`src/pkg/pcv_regs.vh`:
```
// Purpose: Constants for the program counter and vectoring block
// Assumes: Byte addresses on the register bus, one 32-bit word per register
// Notes: Registers hold 8 bits in lane 0, upper bits read as zero
//
// How it works
// - Every reset leaves the fetch address at word zero.
// - Power-on gives timeout 1 and power-down 0, watchdog gives 0 and 0, external gives 1 and 1.
// - Every reset returns all registers except the two cause flags to defaults and restarts at address zero.
// - Both reset-cause flags read back as bits of the program flag register.
// - An interrupt pushes the current program counter and then loads the interrupt vector.
// - All interrupt sources share the one interrupt vector address.
// - Save copies accumulator and flags except the cause flags; restore leaves those two alone.
// - User code ends at 03fc; the last three words are reserved and flagged if reached.
// - Table reads address ROM with the middle index as bits 15..8 and the low index as 7..0.
// - A table read puts the word's low byte in the accumulator and high byte in the lookup buffer.
// - The low index wrapping from ff to 00 never touches the middle index.
// - Adding the accumulator to the low pc byte carries into the high pc part.
// - Subtracting from the low pc byte never changes the high pc part.
// - The return-address stack holds exactly four levels.
`ifndef PCV_REGS_VH
`define PCV_REGS_VH

// ==========================================================
// Register byte offsets
`define PCV_OFF_ACC 5'h00
`define PCV_OFF_FLAG 5'h04
`define PCV_OFF_LIDX 5'h08
`define PCV_OFF_MIDX 5'h0c
`define PCV_OFF_LOOKUP 5'h10
`define PCV_OFF_PCL 5'h14
`define PCV_OFF_PCH 5'h18
`define PCV_OFF_STAT 5'h1c

// ==========================================================
// Flag register layout
`define PCV_FLAG_TO_BIT 7
`define PCV_FLAG_PD_BIT 6
`define PCV_FLAG_SAVE_MASK 8'h07

// ==========================================================
// Vectors and memory map
`define PCV_RESET_VECTOR 10'h000
`define PCV_IRQ_VECTOR 10'h008
`define PCV_USER_END 10'h3fc

// ==========================================================
// Reset values and stack size
`define PCV_RST_BYTE 8'h00
`define PCV_RST_TO 1'b1
`define PCV_RST_PD 1'b0
`define PCV_STACK_DEPTH 4

`endif
```
`src/design/pcv_core.v`:
```
// Purpose: Program counter, vectoring, save buffer and ROM table reads
// Assumes: Op pulses come from the instruction decoder, one per cycle at most
// Notes: ROM data are taken at the edge that ends the cycle in which rom_rd is high
`timescale 1ns/10ps
`include "pcv_regs.vh"

module pcv_core #(
  parameter PC_W = 10
) (
  input wire ref_clk,
  input wire rstn,
  input wire [4:0] avs_address,
  input wire avs_read,
  input wire avs_write,
  input wire [31:0] avs_writedata,
  input wire [3:0] avs_byteenable,
  output reg [31:0] avs_readdata,
  output wire avs_waitrequest,
  input wire op_step,
  input wire op_jump,
  input wire [PC_W-1:0] jump_target,
  input wire op_irq,
  input wire op_return_from_interrupt,
  input wire op_save,
  input wire op_restore,
  input wire op_table_read,
  input wire op_add_pcl,
  input wire op_sub_pcl,
  input wire reset_by_watchdog,
  input wire reset_by_external,
  output wire [PC_W-1:0] fetch_addr,
  output reg [15:0] rom_addr,
  output reg rom_rd,
  input wire [15:0] rom_data,
  output wire busy,
  output reg user_area_exceeded,
  output wire [2:0] stack_depth
);
  localparam ST_IDLE = 2'b01;
  localparam ST_TBL = 2'b10;
  localparam HI_W = PC_W - 8;
  localparam [PC_W-1:0] RST_VEC = `PCV_RESET_VECTOR;
  localparam [PC_W-1:0] IRQ_VEC = `PCV_IRQ_VECTOR;

  reg [1:0] state;
  reg [7:0] accumulator;
  reg [7:0] flag_low;
  reg timeout_cause_flag;
  reg power_down_cause_flag;
  reg cause_taken;
  reg [7:0] low_index;
  reg [7:0] mid_index;
  reg [7:0] lookup_buffer;
  reg [7:0] pc_low_byte;
  reg [HI_W-1:0] pc_high_part;
  reg [7:0] save_acc;
  reg [7:0] save_flag;
  reg save_full;
  reg bus_ack;
  reg [7:0] next_rdata;
  reg [8:0] pcl_sum;
  reg [7:0] pcl_diff;
  wire [PC_W-1:0] pc;
  wire [PC_W-1:0] stack_top;
  wire [7:0] program_flag_register;
  wire bus_req;
  wire bus_wr;
  wire cmd_ok;
  wire do_push;
  wire do_pop;

  // ==========================================================
  // Program counter view and flag register
  assign pc = {pc_high_part, pc_low_byte};
  assign fetch_addr = pc;
  assign program_flag_register = {timeout_cause_flag, power_down_cause_flag,
    flag_low[5:0]};
  assign busy = (state != ST_IDLE);
  assign cmd_ok = (state == ST_IDLE);

  // ==========================================================
  // Avalon slave: one wait cycle, then answer
  assign bus_req = avs_read | avs_write;
  assign avs_waitrequest = bus_req & ~bus_ack;
  assign bus_wr = avs_write & bus_ack & avs_byteenable[0];

  always @(posedge ref_clk or negedge rstn) begin
    if (!rstn) begin
      bus_ack <= 1'b0;
    end else begin
      bus_ack <= bus_req & ~bus_ack;
    end
  end

  always @* begin
    next_rdata = 8'h00;
    case (avs_address)
      `PCV_OFF_ACC: next_rdata = accumulator;
      `PCV_OFF_FLAG: next_rdata = program_flag_register;
      `PCV_OFF_LIDX: next_rdata = low_index;
      `PCV_OFF_MIDX: next_rdata = mid_index;
      `PCV_OFF_LOOKUP: next_rdata = lookup_buffer;
      `PCV_OFF_PCL: next_rdata = pc_low_byte;
      `PCV_OFF_PCH: next_rdata = {{(8-HI_W){1'b0}}, pc_high_part};
      `PCV_OFF_STAT: next_rdata = {3'h0, save_full, user_area_exceeded,
        stack_depth};
      default: next_rdata = 8'h00;
    endcase
  end

  // Read data registered while waitrequest is high, valid at the ack edge
  always @(posedge ref_clk or negedge rstn) begin
    if (!rstn) begin
      avs_readdata <= 32'h00000000;
    end else if (avs_read && !bus_ack) begin
      avs_readdata <= {24'h000000, next_rdata};
    end
  end

  // ==========================================================
  // Return-address stack
  assign do_push = op_irq & cmd_ok;
  assign do_pop = op_return_from_interrupt & cmd_ok & ~op_irq;

  pcv_stack #(
    .W(PC_W),
    .DEPTH(`PCV_STACK_DEPTH)
  ) u_stack (
    .ref_clk(ref_clk),
    .rstn(rstn),
    .push(do_push),
    .pop(do_pop),
    .push_data(pc),
    .top_data(stack_top),
    .depth(stack_depth)
  );

  // ==========================================================
  // Computed jump arithmetic
  always @* begin
    pcl_sum = {1'b0, pc_low_byte} + {1'b0, accumulator};
    pcl_diff = pc_low_byte - accumulator;
  end

  // ==========================================================
  // Program counter; interrupt wins over every other op
  always @(posedge ref_clk or negedge rstn) begin
    if (!rstn) begin
      pc_low_byte <= RST_VEC[7:0];
      pc_high_part <= RST_VEC[PC_W-1:8];
    end else if (cmd_ok) begin
      if (op_irq) begin
        pc_low_byte <= IRQ_VEC[7:0];
        pc_high_part <= IRQ_VEC[PC_W-1:8];
      end else if (op_return_from_interrupt) begin
        pc_low_byte <= stack_top[7:0];
        pc_high_part <= stack_top[PC_W-1:8];
      end else if (op_add_pcl) begin
        pc_low_byte <= pcl_sum[7:0];
        if (pcl_sum[8]) begin
          pc_high_part <= pc_high_part + {{(HI_W-1){1'b0}}, 1'b1};
        end
      end else if (op_sub_pcl) begin
        pc_low_byte <= pcl_diff;
      end else if (op_jump) begin
        pc_low_byte <= jump_target[7:0];
        pc_high_part <= jump_target[PC_W-1:8];
      end else if (op_step) begin
        {pc_high_part, pc_low_byte} <= pc + {{(PC_W-1){1'b0}}, 1'b1};
      end else if (bus_wr && avs_address == `PCV_OFF_PCL) begin
        pc_low_byte <= avs_writedata[7:0];
      end else if (bus_wr && avs_address == `PCV_OFF_PCH) begin
        pc_high_part <= avs_writedata[HI_W-1:0];
      end
    end
  end

  // Reserved words at the top must never hold user code
  always @(posedge ref_clk or negedge rstn) begin
    if (!rstn) begin
      user_area_exceeded <= 1'b0;
    end else begin
      user_area_exceeded <= (pc > `PCV_USER_END);
    end
  end

  // ==========================================================
  // Reset cause, caught on the first edge after release
  always @(posedge ref_clk or negedge rstn) begin
    if (!rstn) begin
      cause_taken <= 1'b0;
      timeout_cause_flag <= `PCV_RST_TO;
      power_down_cause_flag <= `PCV_RST_PD;
    end else if (!cause_taken) begin
      cause_taken <= 1'b1;
      if (reset_by_watchdog) begin
        timeout_cause_flag <= 1'b0;
        power_down_cause_flag <= 1'b0;
      end else if (reset_by_external) begin
        timeout_cause_flag <= 1'b1;
        power_down_cause_flag <= 1'b1;
      end
    end
  end

  // ==========================================================
  // Table read sequencer
  always @(posedge ref_clk or negedge rstn) begin
    if (!rstn) begin
      state <= ST_IDLE;
      rom_addr <= 16'h0000;
      rom_rd <= 1'b0;
    end else begin
      case (state)
        ST_IDLE: begin
          if (op_table_read && !op_irq && !op_return_from_interrupt) begin
            rom_addr <= {mid_index, low_index};
            rom_rd <= 1'b1;
            state <= ST_TBL;
          end
        end
        ST_TBL: begin
          rom_rd <= 1'b0;
          state <= ST_IDLE;
        end
        default: begin
          rom_rd <= 1'b0;
          state <= ST_IDLE;
        end
      endcase
    end
  end

  // ==========================================================
  // Accumulator, flags and one-level save buffer
  always @(posedge ref_clk or negedge rstn) begin
    if (!rstn) begin
      accumulator <= `PCV_RST_BYTE;
      flag_low <= `PCV_RST_BYTE;
      lookup_buffer <= `PCV_RST_BYTE;
      save_acc <= `PCV_RST_BYTE;
      save_flag <= `PCV_RST_BYTE;
      save_full <= 1'b0;
    end else begin
      if (state == ST_TBL) begin
        accumulator <= rom_data[7:0];
        lookup_buffer <= rom_data[15:8];
      end else if (cmd_ok && op_restore && !op_irq && !op_return_from_interrupt) begin
        accumulator <= save_acc;
        flag_low <= save_flag & `PCV_FLAG_SAVE_MASK;
      end else begin
        if (bus_wr && avs_address == `PCV_OFF_ACC) begin
          accumulator <= avs_writedata[7:0];
        end
        if (bus_wr && avs_address == `PCV_OFF_FLAG) begin
          flag_low <= avs_writedata[7:0] & `PCV_FLAG_SAVE_MASK;
        end
        if (bus_wr && avs_address == `PCV_OFF_LOOKUP) begin
          lookup_buffer <= avs_writedata[7:0];
        end
      end
      // Single level: a second save overwrites the first
      if (cmd_ok && op_save && !op_irq && !op_return_from_interrupt) begin
        save_acc <= accumulator;
        save_flag <= flag_low & `PCV_FLAG_SAVE_MASK;
        save_full <= 1'b1;
      end else if (cmd_ok && op_restore && !op_irq && !op_return_from_interrupt) begin
        save_full <= 1'b0;
      end
    end
  end

  // ==========================================================
  // Index registers; no hardware carry between them
  always @(posedge ref_clk or negedge rstn) begin
    if (!rstn) begin
      low_index <= `PCV_RST_BYTE;
      mid_index <= `PCV_RST_BYTE;
    end else begin
      if (bus_wr && avs_address == `PCV_OFF_LIDX) begin
        low_index <= avs_writedata[7:0];
      end
      if (bus_wr && avs_address == `PCV_OFF_MIDX) begin
        mid_index <= avs_writedata[7:0];
      end
    end
  end
endmodule // pcv_core

```
`src/design/pcv_stack.v`:
```
// Purpose: Return-address stack, shift organised
// Assumes: Push and pop never asserted together
// Notes: Push when full drops the deepest entry; pop when empty is ignored
`timescale 1ns/10ps
`include "pcv_regs.vh"

module pcv_stack #(
  parameter W = 10,
  parameter DEPTH = `PCV_STACK_DEPTH
) (
  input wire ref_clk,
  input wire rstn,
  input wire push,
  input wire pop,
  input wire [W-1:0] push_data,
  output wire [W-1:0] top_data,
  output reg [2:0] depth
);
  reg [DEPTH*W-1:0] mem;

  // ==========================================================
  // Entries; the top comes straight from a register
  genvar i;
  generate
    for (i = 0; i < DEPTH; i = i + 1) begin : g_ent
      wire [W-1:0] shift_in_push;
      wire [W-1:0] shift_in_pop;
      // End entries get their neighbour by generate, so no index falls outside mem
      if (i == 0) begin : g_first
        assign shift_in_push = push_data;
      end else begin : g_rest
        assign shift_in_push = mem[(i-1)*W +: W];
      end
      if (i == DEPTH-1) begin : g_last
        assign shift_in_pop = {W{1'b0}};
      end else begin : g_inner
        assign shift_in_pop = mem[(i+1)*W +: W];
      end
      always @(posedge ref_clk or negedge rstn) begin
        if (!rstn) begin
          mem[i*W +: W] <= {W{1'b0}};
        end else if (push) begin
          mem[i*W +: W] <= shift_in_push;
        end else if (pop && depth != 3'h0) begin
          mem[i*W +: W] <= shift_in_pop;
        end
      end
    end
  endgenerate

  assign top_data = mem[W-1:0];

  // ==========================================================
  // Fill level, saturating at four levels
  always @(posedge ref_clk or negedge rstn) begin
    if (!rstn) begin
      depth <= 3'h0;
    end else if (push && depth != DEPTH[2:0]) begin
      depth <= depth + 3'h1;
    end else if (pop && depth != 3'h0) begin
      depth <= depth - 3'h1;
    end
  end
endmodule // pcv_stack

```
`config.mk`:
```
export PLATFORM = sky130hd
export DESIGN_NAME = pcv_core
export DESIGN_NICKNAME = d
export VERILOG_FILES = /design/src/design/pcv_core.v /design/src/design/pcv_stack.v
export VERILOG_INCLUDE_DIRS = /design/src /design/src/pkg
export SDC_FILE = /design/constraint.sdc
export NUM_CORES = 1
export LEC_CHECK = 0
export BUFFER_PORTS_ARGS = -buffer_cell sky130_fd_sc_hd__buf_2
export CAP_MARGIN = 10
export CORE_MARGIN = 2
export CORE_UTILIZATION = 50
export DETAILED_ROUTE_END_ITERATION = 10
export PLACE_DENSITY = 0.72
export SLEW_MARGIN = 20
export SYNTH_ARGS = -nofsm -noshare
export SYNTH_HDL_FRONTEND = slang
export SYNTH_SLANG_ARGS = --single-unit
```
`constraint.sdc`:
```
create_clock -name ref_clk -period 2.75 [get_ports ref_clk]
set_input_delay 0.275 -clock ref_clk [delete_from_list [all_inputs] [get_ports ref_clk]]
set_output_delay 0.275 -clock ref_clk [all_outputs]
set_load 0.03 [all_outputs]
```
* Yosys cells after proc, flatten, opt, wreduce, memory -nomap -nowiden *
Index checks and enable logic that the tools add are counted.

operators by class
  add/subtract/negate cells = 6
  $lt $le $gt $ge = 1
  equality and inequality tests = 16
  multiplexer cells = 43
  bitwise operators = 11
  reduce and logical (&&, ||, !) cells = 38

operator list
  cell                                                 count
  two-way mux 8 bit                                    13
  two-way mux 10 bit                                   8
  case mux 8 bit (8 select lines)                      1
  two-way mux 2 bit                                    11
  equality test 5 bit, second input constant           4
  logical AND 1 bit                                    18
  two-way mux 6 bit                                    2
  nonzero test 2 bit                                   6
  adder 10 x 1 -> 10 bit, second input constant        1
  equality test 5 x 4 -> 1 bit, second input constant  2
  > comparator 10 bit, second input constant           1
  AND reduction 2 bit                                  5
  adder 8 x 8 -> 9 bit                                 1
  subtractor 8 bit                                     1
  nonzero test 7 bit                                   1
  bitwise AND 1 bit                                    6
  two-way mux 1 bit                                    6
  two-way mux 3 bit                                    2
  != test 6 bit, second input constant                 1
  nonzero test 3 bit                                   2
  nonzero test 6 bit                                   1
  equality test 5 x 3 -> 1 bit, second input constant  1
  zero test 5 bit                                      1
  AND reduction 5 bit                                  1
  other kinds (13)                                     19

word-level totals
  flip-flop bits (word level) = 135
  input bits = 82
  output and inout bits = 65
  word-level logic and storage cells = 139

* Depth between registers and ports, before layout *
Gate-level depths: netlist of run 1.

  depth after elaboration = 11
  depth in mapped cells = 11
  gate-level depth less buffers = 10

* Cells and area by module *
From an unflattened synthesis of run 1, not the netlist that was laid out.

second synthesis, totals
  cells, all modules = 785
  area total of the unflattened synthesis = 7574.8 sq um

by module, submodules not included
  module     instances  cells an instance  area each (sq um)
  pcv_core   1          552                5451.5
  pcv_stack  1          233                2123.3

* Worst setup path after synthesis of run 1 *
OpenSTA, ideal clock, no wires.

  path type = reg-to-reg
  start point = register pc_low_byte[0]
  end point = register pc_low_byte[6]
  library setup time = 127 ps
  arrival time = 2300 ps
  data required time = 2623 ps
  setup slack = 323 ps
  stages on the path, launching flop included = 12
  buffers on the path = 1
  clock period less this slack = 2427 ps
  path through = dfrtp_1 > clkbuf_1 > inv_1 > ha_1 > inv_1 > fa_1 > a211oi_1 > o21bai_1 > a21oi_1 > xor2_1 > and3_1 > o21ai_0

between the ends
  longest elaborated chain between the ends = 7
  elaborated cells on any way between the ends = 9

RTL lines
  item                    line            text
  start, declared         pcv_core.v:54   reg [7:0] pc_low_byte;
  start signal, assigned  pcv_core.v:149  pc_low_byte <= RST_VEC[7:0];
  start signal, assigned  pcv_core.v:153  pc_low_byte <= IRQ_VEC[7:0];
  start signal, assigned  pcv_core.v:156  pc_low_byte <= stack_top[7:0];
  adder 10 x 1 -> 10 bit  pcv_core.v:169  {pc_high_part, pc_low_byte} <= pc + {{(PC_W-1){1'b0}}, 1'b1};
  two-way mux 8 bit       pcv_core.v:168  end else if (op_step) begin
  two-way mux 8 bit       pcv_core.v:165  end else if (op_jump) begin
  two-way mux 8 bit       pcv_core.v:163  end else if (op_sub_pcl) begin
  two-way mux 8 bit (*)   pcv_core.v:158  end else if (op_add_pcl) begin
  two-way mux 8 bit (*)   pcv_core.v:155  end else if (op_return_from_interrupt) begin
  two-way mux 8 bit (*)   pcv_core.v:152  if (op_irq) begin

Every way passes the cells marked *; elsewhere a longest branch is shown, timed or not.
A chain may end at the register's enable or synchronous reset.

* Worst setup path after layout of run 1 *
  start point = register accumulator[2]
  end point = register pc_high_part[0]

between the ends
  longest elaborated chain between the ends = 3

RTL lines
  item                              line            text
  start, declared                   pcv_core.v:46   reg [7:0] accumulator;
  start signal, assigned            pcv_core.v:238  accumulator <= `PCV_RST_BYTE;
  start signal, assigned            pcv_core.v:246  accumulator <= rom_data[7:0];
  start signal, assigned            pcv_core.v:249  accumulator <= save_acc;
  adder 8 x 8 -> 9 bit              pcv_core.v:141  pcl_sum = {1'b0, pc_low_byte} + {1'b0, accumulator};
  != test 4 x 3 -> 1 bit (no line)  --
  AND reduction 5 bit (no line)     --
  end signal, assigned              pcv_core.v:150  pc_high_part <= RST_VEC[PC_W-1:8];
  end signal, assigned              pcv_core.v:154  pc_high_part <= IRQ_VEC[PC_W-1:8];
  end signal, assigned              pcv_core.v:157  pc_high_part <= stack_top[PC_W-1:8];
  end, declared                     pcv_core.v:55   reg [HI_W-1:0] pc_high_part;

No other way between the ends.

==> results_dict.tcl, run 1 <==
set metrics [dict create \
    avgSynthCellArea_um2 9.977 \
    numCtsBuffers 17 \
    via_per_inst 5.900 \
    leakagePower_nw 4.199 \
    ios 147 \
    cts_resized 0 \
    min_to "bus_ack$_DFF_PN0_" \
    num_rows 44 \
    cts_setup_buffers 0 \
    synth.distinct_cells 77 \
    startpoint_type "flop" \
    hold_path_depth 3 \
    max-slew-margin-rel 0.4424 \
    finClkSkew_ns 0.009952 \
    htree_levels 4 \
    share_seq_of_total_power 0.395 \
    grt_first_pass_wirelength_mm 33.05 \
    port_buffers 95 \
    cts_tree "done" \
    min_period_ns 2.398 \
    hp-class "in2reg" \
    async_reset_ff_frac 1.000 \
    crit_fanout 9 \
    endpoint_kind "flop" \
    synthTopCellsByArea "dfrtp_1 44%, mux2i_1 7.3%, mux2_2 6.6%" \
    grt_max_degree 83 \
    via_count 6124 \
    synth_edf_count 0 \
    grt_setup_unrepaired "no" \
    worstPathRequired_ns 3.05 \
    ir_drop_uv 766.3 \
    totalWireLength_mm 20.88 \
    gp_congestion 0.9464 \
    powerDensity_nw_per_um2 812.6 \
    r2r_slack_ns 0.35 \
    start_util 0.5099 \
    power_frac_comb 0.282 \
    r2r_start "accumulator[2]$_DFFE_PN0P_" \
    period_share 0.8719 \
    worst_r2r_path_depth 8 \
    route.antenna.remaining_nets 0 \
    grt_pass1_vias 6011 \
    min_from "avs_read" \
    finish.utilization 0.5989 \
    ys_seq_area_frac 0.4443 \
    p_int_mw 4.592 \
    gr-total-overflow 0 \
    crit_type "reg2reg" \
    die_area_um2 15760 \
    drive_above_1_share 0.2529 \
    finalHoldViolCount 0 \
    switching_share 0.3483 \
    cts-root-buf "clkbuf_16" \
    tightestPinTransition_ns 0.8344 \
    drtIter0Drc 750 \
    dieWidth_um 125.5 \
    area_growth_pct 17.44 \
    max_cap_violations 0 \
    wl_per_cell_um 20.12 \
    maxSlewViolCount 0 \
    ys_ff_latch 131 \
    antenna_cells 0 \
    drc_errors 0 \
    total_power_mw 7.046 \
    r2r-end "pc_high_part[0]$_DFFE_PN0P_" \
    run_status "finished clean" \
    grt_antenna_before_repair 0 \
    dr.pass1.iters 5 \
    clock_power_share 0.324 \
    clk_pin_slew_ns 0.06 \
    ys.flop_type "dfrtp_1" \
    hold_buffers 1 \
    arrival_ns 2.69 \
    fmax_ghz 0.4171 \
    clock-sinks 131 \
    core_area_um2 14480 \
    clockBufferDepth 2 \
    nets 944 \
    synth.largest_area_cell "dfrtp_1" \
    p_switching_mw 2.454 \
    setup_viol 0 \
    setup_tns_ns 0 \
    dpl.hpwl_mm 15.07 \
    synth_warnings 0 \
    synth_top_area_frac 0.4372 \
    grt.total_usage 0.2711 \
    synth_area_um2 7383 \
    synth_cells 740 \
    die_h_um 125.5 \
    clkLatencyLatePin_ns 0.43 \
]
synthesized netlist by cell type, types with 3 or more instances:
cell type  count
dfrtp_1      129
nand2_1       97
o21ai_0       78
mux2i_1       54
mux2_2        43
nor2_1        39
clkbuf_1      30
buf_4         26
a21oi_1       24
inv_1         21
ha_1          18
a22oi_1       16
nand3_1       12
nor2b_1       10
nor3_1         9
a211oi_1       8
xnor2_1        8
xor2_1         7
nand2b_1       6
a21o_1         5
a221oi_1       5
and3_1         5
buf_2          4
o211ai_1       4
a2111oi_0      3
a31oi_1        3
fa_1           3
nor3b_1        3
o21a_1         3
o21bai_1       3
o31ai_1        3
cell type report:
cell class                 instances  area, um^2
inverter                          21       78.83
timing repair buffer             122       708.2
sequential                       131        3281
fill                            1209        5808
multi-input combinational        548        3784
clock buffer                      22       454.2
clock inverter                    10       135.1
tap                              184       230.2
power groups by stage:
stage	clock, mW	combinational (mW)	sequential [mW]
2_1_floorplan	0	1.24	2.83
3_3_place_gp	0	1.91	2.77
3_5_place_dp	0	1.96	2.80
4_1_cts	2.30	1.98	2.77
5_1_grt	2.38	2.20	2.83
6_report	2.28	1.98	2.78
sequential cells by signal, indices dropped and copies added (netlist names), 2 cells and up:
register / cells
low_index: 8
rom_addr: 16
lookup_buffer: 8
u_stack.g_ent.shift_in_pop: 30
avs_readdata: 8
save_acc: 8
u_stack.top_data: 10
u_stack.depth: 3
save_flag: 3
pc_low_byte: 8
flag_low: 3
pc_high_part: 2
accumulator: 8
mid_index: 8
worst max-delay path, cell delays in order (launching register included):
cell,delay [ns]
dfrtp_1,0.44
inv_1,0.10
ha_1,0.42
nor2b_1,0.20
o21ai_0,0.15
a311o_1,0.36
a31o_2,0.28
o21ai_0,0.22
o31ai_1,0.10
kinds of logic after synthesis:
group                    count (synthesis)  share of synthesized area
AND/OR/NAND/NOR                        201                     0.1312
AO/OA/AOI/OAI                          189                     0.1696
flip-flops                             131                     0.4443
multiplexers                            97                     0.1388
buffers and inverters                   84                    0.05863
adder cells (fa/ha/maj)                 21                    0.03864
XOR/XNOR                                15                    0.01779
other                                    2                   0.001017
metal layers:
layer | vias to the layer above | part of all wire | GRT usage
met5 | - | 0 | 0
met1 | 2975 | 0.43 | 0.3726
met4 | 0 | 0.021 | 0.07974
met3 | 44 | 0.081 | 0.06418
met2 | 291 | 0.47 | 0.4305
li1 | 2814 | - | -
how the worst max path moves through the flow:
stage / startpoint / slack [ns] / depth (start not counted) / to
5_1_grt: pc_low_byte[0]$_DFFE_PN0P_ / 0.20 / 10 / pc_low_byte[6]$_DFFE_PN0P_
4_1_cts: pc_low_byte[0]$_DFFE_PN0P_ / 0.34 / 10 / pc_low_byte[6]$_DFFE_PN0P_
6_report: accumulator[2]$_DFFE_PN0P_ / 0.35 / 8 / pc_high_part[0]$_DFFE_PN0P_
3_3_place_gp: pc_low_byte[0]$_DFFE_PN0P_ / 0.38 / 10 / pc_low_byte[6]$_DFFE_PN0P_
3_5_place_dp: accumulator[2]$_DFFE_PN0P_ / 0.36 / 8 / pc_high_part[0]$_DFFE_PN0P_
2_1_floorplan: pc_low_byte[0]$_DFFE_PN0P_ / 0.32 / 11 / pc_low_byte[6]$_DFFE_PN0P_
stage by stage:
step / cell area, um^2 / instances / hold WS [ns] / setup slack (ns)
after floorplan: 7470 / 763 / -0.02059 / 0.3227
after global placement: 8071 / 1005 / 0.1892 / 0.3829
after detailed placement: 8071 / 1005 / 0.1925 / 0.3611
after CTS: 8671 / 1038 / 0.1150 / 0.3441
after global routing: 8671 / 1038 / 0.1611 / 0.1961
final: 8671 / 1038 / 0.1280 / 0.3522
placed cells by master (no fill, tap or decap), types with 7 or more instances in the layout:
cell	instances
dfrtp_1	129
nand2_1	97
buf_2	94
o21ai_0	78
mux2i_1	54
mux2_2	43
nor2_1	38
conb_1	25
buf_4	25
a21oi_1	24
inv_1	21
ha_1	18
clkbuf_16	17
a22oi_1	16
nand3_1	12
nor3_1	9
nor2b_1	9
xnor2_1	8
a211oi_1	8
xor2_1	7
(Power assumes the default switching activity.)
==> run 2: changes to the inputs <==
--- a/config.mk
+++ b/config.mk
@@ -11,6 +11,7 @@
 export CORE_MARGIN = 2
 export CORE_UTILIZATION = 50
 export DETAILED_ROUTE_END_ITERATION = 10
+export MAX_ROUTING_LAYER = met4
 export PLACE_DENSITY = 0.72
 export SLEW_MARGIN = 20
 export SYNTH_ARGS = -nofsm -noshare
==> run 2 against run 1 <==
Compared with the run above:
- fmax is 2.2% lower
- critical path depth rose by 2
- clock power barely moved
- global-route usage up 0.95 points
- first-iteration DRC count down 20%
- design area is essentially flat
- via count is 0.78% higher
- clock skew is 0.0026 ns lower
- die area unchanged
- combinational power barely moved
- clock-buffer cell count did not move
- total power is 0.26% higher
==> results_dict.tcl, run 2 (synthesis gave the netlist of run 1 again) <==
set metrics [dict create \
    dpl.hpwl_mm 15.16 \
    hold_buffers 1 \
    grt.total_usage 0.2806 \
    total_power_mw 7.064 \
    place_area_um2 8071 \
    period_share 0.8912 \
    grt_max_degree 79 \
    grt_setup_unrepaired "no" \
    max-slew-margin-rel 0.5404 \
    via_count 6172 \
    route.antenna.remaining_nets 0 \
    htree_levels 4 \
    clkLatencyLatePin_ns 0.42 \
    largest_register_ff_count 30 \
    dr.pass1.iters 5 \
    startpoint_type "flop" \
    cts_tree "done" \
    cts_resized 0 \
    nets 944 \
    run_status "finished clean" \
    fin_ws_ns 0.2993 \
    hp-class "in2reg" \
    grt_first_pass_wirelength_mm 33.22 \
    fmax_ghz 0.4080 \
    via_per_inst 5.952 \
    port_buffers 95 \
    dp_slack_ns 0.3406 \
    finClkSkew_ns 0.007357 \
    setup_viol 0 \
    drtIter0Drc 598 \
    setup_tns_ns 0 \
    powerDensity_nw_per_um2 814.3 \
    wl_per_cell_um 20.13 \
    fin_cells 1037 \
    crit_type "reg2reg" \
    grt_pass1_vias 6090 \
    clockBufferDepth 2 \
    totalWireLength_mm 20.87 \
    final_cell_mix "129 x dfrtp_1, 97 x nand2_1, 94 x buf_2, 78 x o21ai_0, 54 x mux2i_1" \
    die_area_um2 15760 \
    finish.utilization 0.5992 \
    endpoint_kind "flop" \
    min_period_ns 2.451 \
    tightestPinTransition_ns 0.6894 \
    grt_antenna_before_repair 0 \
    leakagePower_nw 4.201 \
    area_growth_pct 17.51 \
    antenna_cells 0 \
    dieWidth_um 125.5 \
    die_h_um 125.5 \
    max_cap_violations 0 \
    drc_errors 0 \
    numCtsBuffers 17 \
    clock-sinks 131 \
    final_common_cell "dfrtp_1" \
    final_area_um2 8676 \
    worstPathRequired_ns 3.05 \
    dp_cells 1005 \
    ios 147 \
    clk_pin_slew_ns 0.06 \
    gp_congestion 0.9476 \
    maxSlewViolCount 0 \
    holdWs_ns 0.1307 \
    cts-root-buf "clkbuf_16" \
    gr-total-overflow 0 \
    finalHoldViolCount 0 \
    num_rows 44 \
    ir_drop_uv 596.3 \
    arrival_ns 2.75 \
    cts_setup_buffers 0 \
    start_util 0.5099 \
    core_area_um2 14480 \
    crit_fanout 3 \
    drive_above_1_share 0.2532 \
]
==> run 2: path summary, 6_finish.rpt <==
check,from,to,slack (ns),cells after the start
worst max-delay path,pc_low_byte[0]$_DFFE_PN0P_,pc_low_byte[6]$_DFFE_PN0P_,0.30,10
worst min-delay path,avs_read,bus_ack$_DFF_PN0_,0.13,3
worst max register to register,pc_low_byte[0]$_DFFE_PN0P_,pc_low_byte[6]$_DFFE_PN0P_,0.30,10
worst min register to register,bus_ack$_DFF_PN0_,bus_ack$_DFF_PN0_,0.47,1
max in group asynchronous,rstn,timeout_cause_flag$_DFFE_PN1P_,1.69,3
min in group asynchronous,rstn,save_acc[4]$_DFFE_PN0P_,0.29,2
==> run 2: power by group <==
part / internal, mW / total, mW / switching [mW]
sequential: 2.35 / 2.79 / 0.438
combinational: 0.800 / 1.99 / 1.19
clock: 1.46 / 2.29 / 0.827
==> run 2: area by class of cell <==
| type | count | area, um^2 |
|---|---|---|
| Fill cell | 1231 | 5803 |
| Tap cell | 184 | 230.2 |
| Timing Repair Buffer | 122 | 708.2 |
| Clock inverter | 9 | 130.1 |
| Sequential cell | 131 | 3281 |
| Clock buffer | 22 | 464.2 |
| Multi-Input combinational cell | 548 | 3784 |
| Inverter | 21 | 78.83 |
==> run 2: per-layer routing <==
| metal | GRT usage | routed length [um] |
|---|---|---|
| met5 | - | 0 |
| met4 | 0.07908 | 384 |
| met3 | 0.06205 | 1721 |
| met2 | 0.4343 | 9889 |
| met1 | 0.3745 | 8875 |
==> run 2: critical path: stages (launching register included) <==
cell,delay (ns)
dfrtp_1,0.40
inv_1,0.11
ha_1,0.21
inv_1,0.07
fa_1,0.43
a211oi_1,0.31
o21bai_1,0.14
a21oi_1,0.18
xor2_1,0.21
and3_1,0.19
o21ai_0,0.08
==> run 3: changes to the inputs <==
--- a/config.mk
+++ b/config.mk
@@ -6,13 +6,14 @@
 export SDC_FILE = /design/constraint.sdc
 export NUM_CORES = 1
 export LEC_CHECK = 0
+export ABC_AREA = 1
 export BUFFER_PORTS_ARGS = -buffer_cell sky130_fd_sc_hd__buf_2
 export CAP_MARGIN = 10
 export CORE_MARGIN = 2
 export CORE_UTILIZATION = 50
 export DETAILED_ROUTE_END_ITERATION = 10
 export MAX_ROUTING_LAYER = met4
-export PLACE_DENSITY = 0.72
+export PLACE_DENSITY = 0.71
 export SLEW_MARGIN = 20
 export SYNTH_ARGS = -nofsm -noshare
 export SYNTH_HDL_FRONTEND = slang
==> constraint.sdc (replaced) <==
create_clock -name ref_clk -period 2.9 [get_ports ref_clk]
set_input_delay 0.29 -clock ref_clk [delete_from_list [all_inputs] [get_ports ref_clk]]
set_output_delay 0.29 -clock ref_clk [all_outputs]
set_load 0.03 [all_outputs]
==> run 3 against run 2 <==
Compared with the run above:
- design area about the same
- fmax increased by 9.9%
- die area increased by 1.5%
- global-route usage increased by 0.30 points
- worst hold slack got worse by 0.0025 ns
==> results_dict.tcl, run 3 <==
set metrics [dict create \
    run_status "finished clean" \
    wl_per_cell_um 16.82 \
    final_cell_mix "289 x nand2_1, 129 x dfrtp_1, 109 x inv_1, 95 x o21ai_0, 94 x buf_2" \
    finish.utilization 0.5942 \
    drive_above_1_share 0.1614 \
    finClkSkew_ns 0.008130 \
    grt_max_degree 56 \
    ios 147 \
    r2r_slack_ns 0.67 \
    r2r-end "pc_high_part[1]$_DFFE_PN0P_" \
    clkLatencyLatePin_ns 0.42 \
    grt_antenna_before_repair 1 \
    nets 1177 \
    synth_warnings 0 \
    largest_register_ff_count 30 \
    leakagePower_nw 4.480 \
    port_buffers 95 \
    core_area_um2 14590 \
    max_cap_violations 0 \
    ys_seq_area_frac 0.4377 \
    synth.largest_area_cell "dfrtp_1" \
    yosysMostFrequentCell "nand2_1" \
    endpoint_kind "flop" \
    max_stage_delay_ns 0.42 \
    r2r_start "accumulator[2]$_DFFE_PN0P_" \
    die_h_um 126.4 \
    numCtsBuffers 17 \
    synth_cells 979 \
    via_count 7006 \
    grt_first_pass_wirelength_mm 34.20 \
    crit_type "reg2reg" \
    start_util 0.5138 \
    crit_chain "inv_1, ha_1, inv_1, nand3_1, o211ai_1, nand3_1, nand2_1, nand2_1, a21oi_1, inv_1, nand2_1, nand2_1" \
    setup_tns_ns 0 \
    ys.flop_type "dfrtp_1" \
    clk_pin_slew_ns 0.05 \
    die_area_um2 15990 \
    cp_common_cell "nand2_1" \
    grt.total_usage 0.2836 \
    worst_r2r_path_depth 12 \
    grt_setup_unrepaired "no" \
    dpl.hpwl_mm 15.82 \
    min_period_ns 2.230 \
    clockBufferDepth 2 \
    crit_slowest_cell "ha_1" \
    startpoint_type "flop" \
    area_growth_pct 15.64 \
    synth_top_area_frac 0.4306 \
    synth_area_um2 7496 \
    totalWireLength_mm 21.35 \
    crit_fanout 8 \
    htree_levels 4 \
    cts-root-buf "clkbuf_16" \
    setup_viol 0 \
    dr.pass1.iters 5 \
    num_rows 44 \
    synth_common_cells "289 x nand2_1, 129 x dfrtp_1, 109 x inv_1, 95 x o21ai_0, 52 x nand3_1" \
    maxSlewViolCount 0 \
    dieWidth_um 126.4 \
    synth.distinct_cells 45 \
    synth_edf_count 0 \
    synthTopCellsByArea "dfrtp_1 43%, nand2_1 14%, o21ai_0 6.3%" \
    via_per_inst 5.521 \
    min_from "rom_data[6]" \
    final_common_cell "nand2_1" \
    cts_tree "done" \
    hold_path_depth 3 \
    ir_drop_uv 520.7 \
    drtIter0Drc 673 \
    avgSynthCellArea_um2 7.657 \
    powerDensity_nw_per_um2 764.2 \
    grt_pass1_vias 6537 \
    period_share 0.7690 \
    worstPathRequired_ns 3.21 \
    gr-total-overflow 0 \
    clock-sinks 131 \
    arrival_ns 2.54 \
    min_to "accumulator[6]$_DFFE_PN0P_" \
    drc_errors 0 \
    async_reset_ff_frac 1.000 \
    ys_ff_latch 131 \
    max-slew-margin-rel 0.4659 \
    route.antenna.remaining_nets 0 \
    hp-class "in2reg" \
    gp_congestion 0.9733 \
    tightestPinTransition_ns 0.7989 \
    fmax_ghz 0.4484 \
    finalHoldViolCount 0 \
]
## run 3: cell types whose count changed in the layout (fill, tap and decap cells not counted), moves of 14 or more
cell	change
a21oi_1	+17
nand2_1	+192
inv_1	+88
o21ai_0	+17
a22oi_1	-14
o22ai_1	+14
o211ai_1	+28
mux2i_1	-54
nand3_1	+40
mux2_2	-43
## run 3: worst max path at each step
stage | from | end | slack [ns]
after floorplan | rom_rd$_DFFE_PN0P_ | u_stack.depth[2]$_DFFE_PN0P_ | 0.78
after global placement | accumulator[2]$_DFFE_PN0P_ | pc_high_part[1]$_DFFE_PN0P_ | 0.76
after detailed placement | accumulator[2]$_DFFE_PN0P_ | pc_high_part[1]$_DFFE_PN0P_ | 0.74
after CTS | accumulator[2]$_DFFE_PN0P_ | pc_high_part[1]$_DFFE_PN0P_ | 0.72
after global routing | accumulator[2]$_DFFE_PN0P_ | pc_high_part[1]$_DFFE_PN0P_ | 0.46
final | accumulator[2]$_DFFE_PN0P_ | pc_high_part[1]$_DFFE_PN0P_ | 0.67
## run 3: area by class of cell
type                       instances  area (um^2)
fill                            1314         5921
inverter                         124        467.9
antenna                            1        2.502
clock buffer                      24        491.7
multi-input combinational        691         3497
timing repair buffer             109        598.1
tap                              184        230.2
clock inverter                     5        100.1
sequential                       131         3281
## run 3: logic make-up after synthesis
family	after synthesis	synth area share
adder cells (fa/ha/maj)	21	0.03806
other	2	0.001002
AO/OA/AOI/OAI	217	0.1718
XOR/XNOR	5	0.005842
AND/OR/NAND/NOR	423	0.2384
flip-flops	131	0.4377
buffers and inverters	180	0.1073
## run 3: report_power, final
group / internal (mW) / switching (mW)
clock network: 1.42 / 0.744
registers: 2.23 / 0.294
logic: 0.626 / 1.30
total: 4.28 / 2.34
## run 3: what timing repair did
action | in CTS | in global routing
hold buffers | 1 | 0
gates resized for setup | 0 | 0
setup buffers | 0 | 0
hold endpoints to repair | 51 | 0
## run 3: through the flow
step | instances | hold slack (ns) | worst slack (ns) | power (mW) | area (um^2)
after global placement | 1238 | 0.3862 | 0.7636 | 4.404 | 8064
after floorplan | 1002 | -0.005591 | 0.7757 | 3.841 | 7582
after global routing | 1269 | 0.1501 | 0.4592 | 7.016 | 8668
final | 1269 | 0.1282 | 0.6698 | 6.625 | 8668
after detailed placement | 1238 | 0.3880 | 0.7403 | 4.436 | 8064
after CTS | 1268 | 0.1254 | 0.7190 | 6.611 | 8666
## run 3: critical path, delay by kind of cell, from the launching register on
family / cells / cell delay, ns
AO/OA/AOI/OAI: 2 / 0.36
buffers and inverters: 3 / 0.41
flip-flops: 1 / 0.40
adder cells (fa/ha/maj): 1 / 0.42
AND/OR/NAND/NOR: 6 / 0.53
## run 3: layer usage
layer,part of all wire,vias to the layer above,global-route usage
met2,0.45,301,0.4190
met3,0.078,49,0.05567
met4,0.032,0,0.1028
li1,-,3352,-
met1,0.44,3304,0.3910
met5,0,-,-
